File: config.mk
export PLATFORM = sky130hd
export DESIGN_NAME = wrgh_top
export DESIGN_NICKNAME = d
export VERILOG_FILES = /design/src/verilog/wrgh_pkg.sv /design/src/verilog/wrgh_top.sv
export SDC_FILE = /design/constraint.sdc
export NUM_CORES = 1
export LEC_CHECK = 0
export BUFFER_PORTS_ARGS = -buffer_cell sky130_fd_sc_hd__buf_2
export CORE_MARGIN = 2
export CORE_UTILIZATION = 39
export CTS_CLUSTER_SIZE = 10
export DETAILED_ROUTE_END_ITERATION = 8
export PLACE_DENSITY = 0.61
export SYNTH_ARGS = -nofsm -noshare
export SYNTH_HDL_FRONTEND = slang
export SYNTH_SLANG_ARGS = --single-unit
export TNS_END_PERCENT = 100
File: constraint.sdc
create_clock -name i_clk_sys -period 4.8 [get_ports i_clk_sys]
set_input_delay 0.24 -clock i_clk_sys [delete_from_list [all_inputs] [get_ports i_clk_sys]]
set_output_delay 0.24 -clock i_clk_sys [all_outputs]
set_load 0.05 [all_outputs]
File: src/verilog/wrgh_pkg.sv
// Package for the wide-range gauge handover controller
package wrgh_pkg;

  // ****************************************
  // Widths and timing
  // ****************************************
  localparam int unsigned WRGH_PW = 16;
  localparam int unsigned WRGH_CLK_HZ = 50000000;
  // Wait is programmed in tenths of a second, 0.0 to 499.0 s
  localparam int unsigned WRGH_WAIT_UNIT_MS = 100;
  localparam int unsigned WRGH_WAIT_MAX_TENTHS = 4990;
  localparam int unsigned WRGH_TICK_CYCLES = WRGH_CLK_HZ / 1000 * WRGH_WAIT_UNIT_MS;
  localparam logic [12:0] WRGH_WAIT_RST = 13'h0000;
  localparam logic [3:0] WRGH_RETRY_RST = 4'h3;
  localparam logic [1:0] WRGH_SLOT_NONE = 2'h0;
  localparam logic [1:0] WRGH_SLOT_ONE = 2'h1;
  localparam logic [1:0] WRGH_SLOT_TWO = 2'h2;
  localparam logic [7:0] WRGH_ASTERISK = 8'h2a;

  // ****************************************
  // Types
  // ****************************************
  typedef enum logic [1:0] {
    WRGH_POL_DISABLED_AT_POWER_UP,
    WRGH_POL_ENABLED_AT_POWER_UP,
    WRGH_POL_SINGLE_PUMP_DOWN
  } wrgh_policy_e;

  typedef struct packed {
    logic [WRGH_PW-1:0] turn_on_threshold;
    logic [WRGH_PW-1:0] turn_off_threshold;
    logic [12:0] turn_on_wait;
    logic [3:0] start_retry_limit;
    logic [7:0] start_emission_setting;
    logic secondary_overpressure_guard;
  } wrgh_cfg_s;

endpackage

File: src/verilog/wrgh_top.sv
// Wide-range gauge handover controller
//
// Functional notes
// Ion gauge off: report secondary pressure
// Below turn-on, wait, then start ion gauge
// Wait 0-499 s; rise aborts wait
// Started ion gauge reports its own pressure
// Failed start retried up to limit
// Successful start clears attempt counter
// All attempts fail: clear enable
// Above turn-off: stop ion gauge, report secondary
// Guard on: both pressures tested for turn-off
// Reject turn-on above turn-off threshold
// Active only when enabled and slot chosen
// Slot either, never shared with other gauge
// Enabled-at-power-up policy: start immediately; code only sets enable at reset release, then runs the normal handover
// Disabled-at-power-up policy: clear enable
// Single-pump-down: clear enable on first start
// Active mode: third name character asterisk
// No ion gauge connected: clear enable
// User turns gauge off: clear enable
// Reset: idle, gauge off, counter cleared
// Strict comparisons for both thresholds
`timescale 1ns/1ps
`default_nettype none

module wrgh_top
  import wrgh_pkg::*;
#(
  parameter int unsigned TICK_CYCLES = WRGH_TICK_CYCLES
) (
  // Clock and reset
  input wire logic i_clk_sys,
  input wire logic i_rst_n,
  // Configuration writes
  input wire logic i_cfg_wr,
  input wire wrgh_cfg_s i_cfg,
  input wire logic i_enable_set,
  input wire logic i_enable_clr,
  input wire logic [1:0] i_partner_slot_select,
  input wire logic [1:0] i_other_ig_slot,
  input wire wrgh_policy_e i_power_up_policy,
  // Gauge status from pins
  input wire logic [WRGH_PW-1:0] i_secondary_pressure,
  input wire logic [WRGH_PW-1:0] i_ion_pressure,
  input wire logic i_ion_connected,
  input wire logic i_ion_running,
  input wire logic i_ion_start_fail,
  input wire logic i_user_ion_off,
  input wire logic [7:0] i_name_char3,
  // Outputs
  output logic o_ion_on,
  output logic [7:0] o_ion_emission,
  output logic [WRGH_PW-1:0] o_combined_pressure,
  output logic o_wide_range_enable,
  output logic o_wide_range_mode_active,
  output logic [1:0] o_partner_slot,
  output logic o_cfg_rejected,
  output logic [7:0] o_name_char3,
  output logic [3:0] o_attempts
);

  // ****************************************
  // Input synchronisers
  // ****************************************
  localparam int unsigned SW = 2 * WRGH_PW + 5;
  logic [SW-1:0] sync1_ff;
  logic [SW-1:0] sync2_ff;
  // Connected bit resets high so a power-up policy is not cancelled at once
  localparam logic [SW-1:0] SYNC_RST = {{(SW-5){1'b0}}, 5'h10};
  always_ff @(posedge i_clk_sys or negedge i_rst_n) begin
    if (!i_rst_n) begin
      sync1_ff <= SYNC_RST;
      sync2_ff <= SYNC_RST;
    end else begin
      sync1_ff <= {i_secondary_pressure, i_ion_pressure, i_ion_connected, i_ion_running,
                   i_ion_start_fail, i_user_ion_off, 1'b0};
      sync2_ff <= sync1_ff;
    end
  end
  wire logic [WRGH_PW-1:0] sec_p = sync2_ff[SW-1 -: WRGH_PW];
  wire logic [WRGH_PW-1:0] ion_p = sync2_ff[WRGH_PW+4:5];
  wire logic ion_conn = sync2_ff[4];
  wire logic ion_run = sync2_ff[3];
  wire logic ion_fail = sync2_ff[2];
  wire logic user_off = sync2_ff[1];

  // ****************************************
  // Configuration
  // ****************************************
  wrgh_cfg_s cfg_ff;
  logic [1:0] slot_ff;
  logic enable_ff;
  logic boot_ff;
  logic rej_ff;
  wire logic cfg_ok = i_cfg.turn_on_threshold <= i_cfg.turn_off_threshold;
  wire logic wait_ok = i_cfg.turn_on_wait <= 13'(WRGH_WAIT_MAX_TENTHS);
  // Shared module refused; a match when slot none is fine
  wire logic slot_ok = (i_partner_slot_select == WRGH_SLOT_NONE)
                    || (i_partner_slot_select != i_other_ig_slot);
  wire logic slot_legal = (i_partner_slot_select == WRGH_SLOT_ONE)
                       || (i_partner_slot_select == WRGH_SLOT_TWO)
                       || (i_partner_slot_select == WRGH_SLOT_NONE);
  wire logic active = enable_ff && (slot_ff != WRGH_SLOT_NONE);

  // ****************************************
  // Handover state machine
  // ****************************************
  typedef enum logic [2:0] {
    ST_IDLE, ST_TEST, ST_WAIT, ST_START, ST_RUN
  } wrgh_state_e;
  wrgh_state_e state_ff;
  wrgh_state_e nxt_state;
  logic [31:0] tick_ff;
  logic [12:0] wait_ff;
  logic [3:0] att_ff;
  logic [3:0] nxt_att;
  logic nxt_clear_en;
  logic started;

  wire logic tick = tick_ff == 32'(TICK_CYCLES - 1);
  wire logic below_on = sec_p < cfg_ff.turn_on_threshold;
  wire logic over_off = (ion_p > cfg_ff.turn_off_threshold)
                     || (cfg_ff.secondary_overpressure_guard
                         && sec_p > cfg_ff.turn_off_threshold);

  always_comb begin
    nxt_state = state_ff;
    nxt_att = att_ff;
    nxt_clear_en = 1'b0;
    started = 1'b0;
    case (state_ff)
      ST_IDLE: begin
        if (active) begin
          nxt_state = ST_TEST;
        end
      end
      ST_TEST: begin
        if (below_on) begin
          nxt_state = ST_WAIT;
        end
      end
      ST_WAIT: begin
        if (!below_on) begin
          nxt_state = ST_TEST;
        end else if (wait_ff >= cfg_ff.turn_on_wait) begin
          nxt_state = ST_START;
        end
      end
      ST_START: begin
        if (ion_run) begin
          nxt_state = ST_RUN;
          nxt_att = 4'h0;
          started = 1'b1;
        end else if (ion_fail) begin
          nxt_att = att_ff + 4'h1;
          if (att_ff + 4'h1 >= cfg_ff.start_retry_limit) begin
            nxt_clear_en = 1'b1;
            nxt_state = ST_IDLE;
          end else begin
            nxt_state = ST_WAIT;
          end
        end
      end
      ST_RUN: begin
        if (over_off) begin
          nxt_state = ST_TEST;
        end
      end
      default: nxt_state = ST_IDLE;
    endcase
    if (!active && state_ff != ST_RUN) begin
      nxt_state = ST_IDLE;
    end
    if (started && i_power_up_policy == WRGH_POL_SINGLE_PUMP_DOWN) begin
      nxt_clear_en = 1'b1;
    end
    if (!ion_conn || user_off) begin
      nxt_clear_en = 1'b1;
    end
  end

  // Leave a running gauge on if the mode is dropped; the user owns it then
  wire logic ion_cmd = (state_ff == ST_START) || (state_ff == ST_RUN && !over_off);

  always_ff @(posedge i_clk_sys or negedge i_rst_n) begin
    if (!i_rst_n) begin
      state_ff <= ST_IDLE;
      att_ff <= 4'h0;
      tick_ff <= '0;
      wait_ff <= WRGH_WAIT_RST;
      cfg_ff <= '{turn_on_threshold: '0, turn_off_threshold: '1,
                  turn_on_wait: WRGH_WAIT_RST, start_retry_limit: WRGH_RETRY_RST,
                  start_emission_setting: 8'h00, secondary_overpressure_guard: 1'b0};
      slot_ff <= WRGH_SLOT_NONE;
      enable_ff <= 1'b0;
      boot_ff <= 1'b1;
      rej_ff <= 1'b0;
      o_ion_on <= 1'b0;
    end else begin
      state_ff <= nxt_state;
      att_ff <= nxt_att;
      tick_ff <= (state_ff != ST_WAIT || tick) ? '0 : tick_ff + 32'h1;
      if (state_ff != ST_WAIT) begin
        wait_ff <= WRGH_WAIT_RST;
      end else if (tick) begin
        wait_ff <= wait_ff + 13'h1;
      end
      if (i_cfg_wr) begin
        rej_ff <= !(cfg_ok && wait_ok && slot_ok && slot_legal);
        if (cfg_ok && wait_ok && slot_ok && slot_legal) begin
          cfg_ff <= i_cfg;
          slot_ff <= i_partner_slot_select;
        end
      end
      boot_ff <= 1'b0;
      // Policy straps are sampled one cycle after reset release
      if (boot_ff) begin
        enable_ff <= (i_power_up_policy == WRGH_POL_ENABLED_AT_POWER_UP);
      end else if (nxt_clear_en) begin
        enable_ff <= 1'b0;
      end else if (i_enable_set) begin
        enable_ff <= 1'b1;
      end else if (i_enable_clr) begin
        enable_ff <= 1'b0;
      end
      o_ion_on <= ion_cmd;
    end
  end

  // ****************************************
  // Outputs
  // ****************************************
  always_ff @(posedge i_clk_sys or negedge i_rst_n) begin
    if (!i_rst_n) begin
      o_combined_pressure <= '0;
      o_name_char3 <= 8'h00;
      o_ion_emission <= 8'h00;
    end else begin
      o_combined_pressure <= (state_ff == ST_RUN) ? ion_p : sec_p;
      o_name_char3 <= active ? WRGH_ASTERISK : i_name_char3;
      o_ion_emission <= cfg_ff.start_emission_setting;
    end
  end

  assign o_wide_range_enable = enable_ff;
  assign o_wide_range_mode_active = active;
  assign o_partner_slot = slot_ff;
  assign o_cfg_rejected = rej_ff;
  assign o_attempts = att_ff;

endmodule // wrgh_top

`default_nettype wire

==> summary.txt, run 1 <==
GRT
  – First-pass GRT wire length: 36,700 µm
  – Initial antenna violation count: 2
  – Total grt overflow: 0
  – Overall routing resource usage: 0.173
  – Vias in the first global route: 7,174
  – Largest net degree at the start of global routing: 125

Floorplan
  – Die ar.: 26,600 µm²
  – IO Pins: 155
  – Die height: 163 µm
  – DIE WIDTH: 163 µm
  – Num rows: 58
  – Initial Utilization: 0.395
  – Core area: 25,000 µm²

Synth
  – Area share of the largest cell type after synthesis: 0.504
  – Most common cell in the netlist: dfrtp_1
  – Synth cell count leaders: dfrtp_1 (199), ha_1 (83), inv_1 (75)
  – Yosys warns: 0
  – Largest cells by area after synthesis: dfrtp_1 (50%), ha_1 (11%), dfstp_2 (5.6%)
  – Cells after Synth: 831
  – Post-Synth XOR/XNOR Area: 0.0328
  – Syn_nets: 1,027
  – Seq cells post-synth: 220
  – Post-synthesis simple-gate area fraction: 0.114
  – Post-Synth Adder-Cell Area: 0.105
  – Post-synthesis mux area share: 0.0871
  – Sequential-to-total area share from yosys stat: 0.560
  – Largest family of logic cells by synthesized area: simple AND/OR/NAND/NOR gates
  – Asr flop ratio synth: 1.00
  – Post-synth top area cell: dfrtp_1
  – Netlist Area Pre-Place: 9880 µm²
  – EDFF count, synth: 0
  – Main flop type after synthesis: dfrtp_1
  – Yosys cell types: 57
  – Post-synthesis compound-gate area fraction: 0.0638
  – Synthesized area per cell: 11.9 µm²

Placed design
  – Port Buf Inserts: 154
  – Dpl cell area: 11,100 µm²
  – Setup slack at placement: 1.67 ns
  – Post-DP HPWL: 15,600 µm
  – RD Place Congestion: 0.807

Timing
  – Fin. Hold Viols: 0
  – Least-Margin Pin Slew: 1.12 ns
  – Clk_skew: 0.0157 ns
  – Fmax: 321 MHz
  – Tmin final: 3.11 ns
  – Slew margin rel.: 0.254
  – Crit share post-route: 0.648
  – Final worst slack: 1.69 ns
  – Setup_tns: 0 ns
  – RSZ-0062 raised after global routing: false
  – Fin. max-slew vios: 0
  – Final setup vio count: 0

Clock network
  – Bufs on Longest Clock Path: 3
  – Clock sinks: 220
  – Worst skew pair latency: 0.52 ns
  – Clock transition at the registers of the reported paths: 0.05 ns
  – TritonCTS buffer count: 27
  – CTS root buffer: clkbuf_16
  – CTS tree: built
  – H-tree depth: 1

Routing
  – DRT iter0 DRCs: 315
  – DRC viols: 0
  – Via count: 6,992
  – Vias per cell: 4.80
  – Routed Antenna Nets: 0
  – Router iterations before antenna repair: 4
  – Routed wire length: 22,700 µm
  – WL/cell: 15.6 µm

Min path
  – Worst Hold End: o_wide_range_enable$_DFFE_PN0P_
  – WHS Path Cells: 3
  – Tightest Hold Check Type: input pin to register
  – Hold wc startpoint: i_power_up_policy[1]

Job
  – Max_cap viols: 0

Critical path
  – Data arrival, critical path: 3.50 ns
  – Critical path startpoint category: input pin
  – Worst r2r src: cfg_ff[36]$_DFFE_PN1P_
  – Worst setup EP type: register
  – CP Max Fanout: 42
  – Worst reg2reg endpoint: state_ff[1]$_DFFE_PN0P_
  – WS Path Type: input pin to register
  – CP required: 5.19 ns
  – Reg2Reg Depth: 9
  – R2r setup slk: 1.97 ns

Pwr
  – Maximum VDD drop: 0.249 mV
  – Sw Share: 0.278
  – Internal Power: 0.00365 W
  – Sequential cell fraction of total power: 0.438
  – Power per Cell Area: 391 nW/µm²
  – Total power: 0.00506 W
  – Combinational share of power: 0.193
  – Leak Pwr: 6.10 nW
  – Switch Pwr: 0.00141 W
  – Clock power share: 0.368

Run status
  – Outcome: finished, final reports clean

Layout
  – Fill count: 2,222
  – Nets@finish: 1,302
  – Final Cell Area: 12,900 µm²
  – Area grow syn2layout: 30.9%
  – Proportion of layout cells with a drive suffix above 1: 0.208
[metal layers]
layer | global-route usage | part of all wire | vias to the layer above
li1 | - | - | 3446
met3 | 0.0269 | 0.044 | 39
met2 | 0.277 | 0.45 | 156
met5 | 0 | 0 | -
met4 | 0.0535 | 0.026 | 0
met1 | 0.241 | 0.48 | 3351
[worst max path at each step]
| stage | startpoint | endpoint | slack [ns] | cells after the start |
|---|---|---|---|---|
| floorplan | cfg_ff[36]$_DFFE_PN1P_ | state_ff[1]$_DFFE_PN0P_ | 2.25 | 9 |
| global placement | i_cfg[29] | cfg_ff[14]$_DFFE_PN0P_ | 1.78 | 10 |
| detailed placement | i_cfg[29] | cfg_ff[7]$_DFFE_PN0P_ | 1.67 | 10 |
| CTS | i_cfg[29] | cfg_ff[42]$_DFFE_PN0P_ | 1.69 | 11 |
| global route | i_cfg[28] | cfg_ff[7]$_DFFE_PN0P_ | 1.55 | 11 |
| finish | i_cfg[29] | cfg_ff[7]$_DFFE_PN0P_ | 1.69 | 11 |
[cell families (layout without fill, tap and decap cells)]
logic type	Yosys count	after routing
buf+inv	93	388
xor+xnor	37	37
flops	220	220
other cells	1	3
simple gates	216	216
compound gates	103	103
fa+ha+maj	83	83
mux	78	78
[placed cells by master, fill, tap and decap left out, types with 3 or more instances in the layout]
cell type / n
a211oi_1: 3
a21oi_1: 42
and2_1: 7
and3_1: 11
and4_1: 6
buf_2: 153
buf_4: 3
clkbuf_1: 16
clkbuf_16: 27
clkbuf_8: 3
dfrtp_1: 199
dfstp_2: 21
dlygate4sd3_1: 106
ha_1: 83
inv_1: 75
mux2_1: 45
mux2_2: 15
mux2i_1: 17
nand2_1: 39
nand2b_1: 8
nand3_1: 26
nand4_1: 20
nor2_1: 52
nor2b_1: 9
nor3_1: 7
nor4_1: 9
o211ai_1: 8
o21a_1: 4
o21ai_0: 24
or3_1: 8
xnor2_1: 16
xor2_1: 21
[layout make-up]
cell class                      instances  area (µm²)  share of cell area
Timing Repair Buffer                  264        1880               0.146
Tap cell                              330         413              0.0319
Clock inverter                          3        40.0             0.00310
Antenna cell                            2        5.00            0.000387
Sequential cell                       220        5530               0.428
Inverter                               75         282              0.0218
Clock buffer                           46         777              0.0601
Multi-Input combinational cell        518        4000               0.309
[sequential cells by signal, summed over array words and instances (netlist names), 3 cells and up]
register             count
sync2_ff                36
o_combined_pressure     16
cfg_ff                  58
o_attempts               4
state_ff                 3
sync1_ff                36
wait_ff                 13
tick_ff                 32
o_name_char3             8
o_ion_emission           8
[worst max-delay path, stage by stage]
cell	delay, ns
dlygate4sd3_1	0.52
buf_2	0.10
inv_1	0.06
ha_1	0.30
nand3_1	0.18
o221a_2	0.34
nor4_1	0.23
a2111oi_1	0.13
o21ai_4	0.66
buf_12	0.36
mux2_1	0.36
[power groups by stage]
stage,logic (W),clock network [W],registers [W]
after floorplan,0.000481,0,0.00237
after global placement,0.000895,0,0.00225
after CTS,0.000989,0.00192,0.00222
final,0.000977,0.00186,0.00222
after global routing,0.00111,0.00201,0.00224
after detailed placement,0.000915,0,0.00225
[repair_timing]
| item | CTS | global route |
|---|---|---|
| endpoints found under the hold margin | 212 | 0 |
| gates resized for setup | 0 | 0 |
| setup buffers | 0 | 0 |
| hold buffers | 106 | 0 |
[metrics by stage]
| step | instances | util | hold slack (ns) |
|---|---|---|---|
| after global placement | 1301 | 0.441 | 0.332 |
| after floorplan | 831 | - | -0.0556 |
| final | 1458 | 0.517 | 0.0399 |
| after CTS | 1456 | 0.516 | 0.0237 |
| after global routing | 1458 | 0.517 | 0.0419 |
| after detailed placement | 1301 | 0.441 | 0.335 |
No activity file was read; power rests on OpenSTA's default activity.
==> run 2: changes to the inputs <==
clock period = 3.26 ns   (was 4.8 ns; I/O delays follow)
==> run 2 against run 1 <==
Routed wire length shrank 2.2%. Clock power grew 41%. Critical endpoint is now state_ff[1]$_DFFE_PN0P_. Worst setup slack lost 1.3 ns. Largest power group unchanged. Critical path type is now register to register. Sequential power grew 47%.
==> summary.txt, run 2 (same netlist as run 1, synthesis figures left out) <==
Layout
  – Antenna diodes: 0
  – Fill count: 2,172
  – Nets@finish: 1,310
  – Max reg flops: 58
  – Leading cell type in the layout, fill and taps excluded: dfrtp_1
  – Most flop-heavy register: cfg_ff
  – Most frequent cells in the layout: dfrtp_1 (199), buf_2 (153), dlygate4sd3_1 (109), ha_1 (83), inv_1 (75)
  – Proportion of layout cells with a drive suffix above 1: 0.208
  – Largest registers: cfg_ff x58, sync1_ff x36, sync2_ff x36
  – Area grow syn2layout: 31.2%
  – Core Util, Final: 0.518

Placed design
  – Post-DP HPWL: 15,800 µm
  – Port Buf Inserts: 154
  – RD Place Congestion: 0.816

Clock network
  – Post-CTS Setup Bufs: 0
  – TritonCTS buffer count: 26
  – CTS tree: built
  – Post-CTS sizing: 0
  – CTS root buffer: clkbuf_16
  – Clock transition at the registers of the reported paths: 0.06 ns
  – Bufs on Longest Clock Path: 3
  – Worst skew pair latency: 0.51 ns
  – H-tree depth: 1
  – Clock sinks: 220

Timing
  – Tmin final: 2.86 ns
  – RSZ-0062 raised after global routing: false
  – Fin. max-slew vios: 0
  – Final Hold Slack: 0.262 ns
  – Final setup vio count: 0
  – Fin. Hold Viols: 0
  – Clk_skew: 0.0184 ns
  – Fmax: 349 MHz
  – Slew margin rel.: 0.516
  – Least-Margin Pin Slew: 0.719 ns
  – Setup_tns: 0 ns
  – Crit share post-route: 0.878

Critical path
  – CP startpoint: sync2_ff[36]$_DFF_PN0_
  – Worst r2r src: sync2_ff[36]$_DFF_PN0_
  – CP Max Fanout: 3
  – Critical path startpoint category: register
  – CP required: 3.66 ns
  – WS Path Type: register to register
  – Data arrival, critical path: 3.27 ns
  – Worst setup EP type: register

Floorplan
  – Initial Utilization: 0.395
  – Die ar.: 26,600 µm²
  – Core area: 25,000 µm²
  – Num rows: 58
  – IO Pins: 155
  – DIE WIDTH: 163 µm
  – Die height: 163 µm

GRT
  – Total grt overflow: 0
  – Overall routing resource usage: 0.172
  – Initial antenna violation count: 0
  – Vias in the first global route: 7,187
  – Largest net degree at the start of global routing: 97
  – First-pass GRT wire length: 36,800 µm

Routing
  – WL/cell: 15.2 µm
  – Routed wire length: 22,200 µm
  – Router iterations before antenna repair: 4
  – DRT iter0 DRCs: 285
  – Routed Antenna Nets: 0
  – Via count: 7,025
  – DRC viols: 0
  – Vias per cell: 4.80

Run status
  – Outcome: finished, final reports clean

Min path
  – Tightest Hold Check Type: input pin to asynchronous set/reset pin

Pwr
  – Maximum VDD drop: 0.359 mV
  – Leak Pwr: 6.11 nW
  – Power per Cell Area: 565 nW/µm²
  – Total power: 0.00732 W

Job
  – Max_cap viols: 0
==> run 2: final timing paths <==
check | to | slack (ns) | cells past startpoint
max | state_ff[1]$_DFFE_PN0P_ | 0.40 | 8
min | o_combined_pressure[9]$_DFF_PN0_ | 0.26 | 2
max reg2reg | state_ff[1]$_DFFE_PN0P_ | 0.40 | 8
min reg2reg | sync2_ff[12]$_DFF_PN0_ | 0.34 | 0
max in group asynchronous | sync2_ff[5]$_DFF_PN0_ | 2.04 | 3
min in group i_clk_sys | sync1_ff[18]$_DFF_PN0_ | 0.29 | 2
==> run 2: layout make-up <==
class,instances,area [µm²],area share
Sequential cell,220,5530,0.427
Multi-Input combinational cell,518,4000,0.309
Timing Repair Buffer,273,1960,0.151
Clock buffer,48,774,0.0597
Tap cell,330,413,0.0319
Inverter,75,282,0.0217
==> run 2: where the power goes <==
| group | total [W] | switching (W) | internal, W |
|---|---|---|---|
| Sequential | 0.00326 | 0.000152 | 0.00311 |
| Combinational | 0.00144 | 0.000842 | 0.000598 |
| Clock | 0.00263 | 0.00105 | 0.00158 |
==> run 2: per-stage QoR <==
step           cell area, µm²  cells  worst slack, ns
2_1_floorplan            9880    831            0.710
3_3_place_gp            11100   1307            0.452
3_5_place_dp            11100   1307            0.387
4_1_cts                 13000   1464            0.373
5_1_grt                 13000   1464            0.187
6_report                13000   1464            0.396
==> run 2: critical path, cell delays in order (launching register included) <==
cell	delay, ns
dfrtp_1	0.41
ha_1	0.32
nand2_1	0.10
nor4_1	0.52
or4b_1	0.56
nand4b_1	0.20
nor3_2	0.09
a211oi_2	0.24
mux2_4	0.31
==> run 2: routing by layer <==
layer	GRT usage	wire length, µm	vias up
met5	0	0	-
met4	0.0491	575	0
met3	0.0289	1120	31
met2	0.274	9920	168
met1	0.243	10600	3359
li1	-	-	3467
==> run 2: timing repair <==
item                                    CTS  global route
endpoints found under the hold margin   198             0
endpoints found under the setup margin    0             0
hold buffers                            109             0
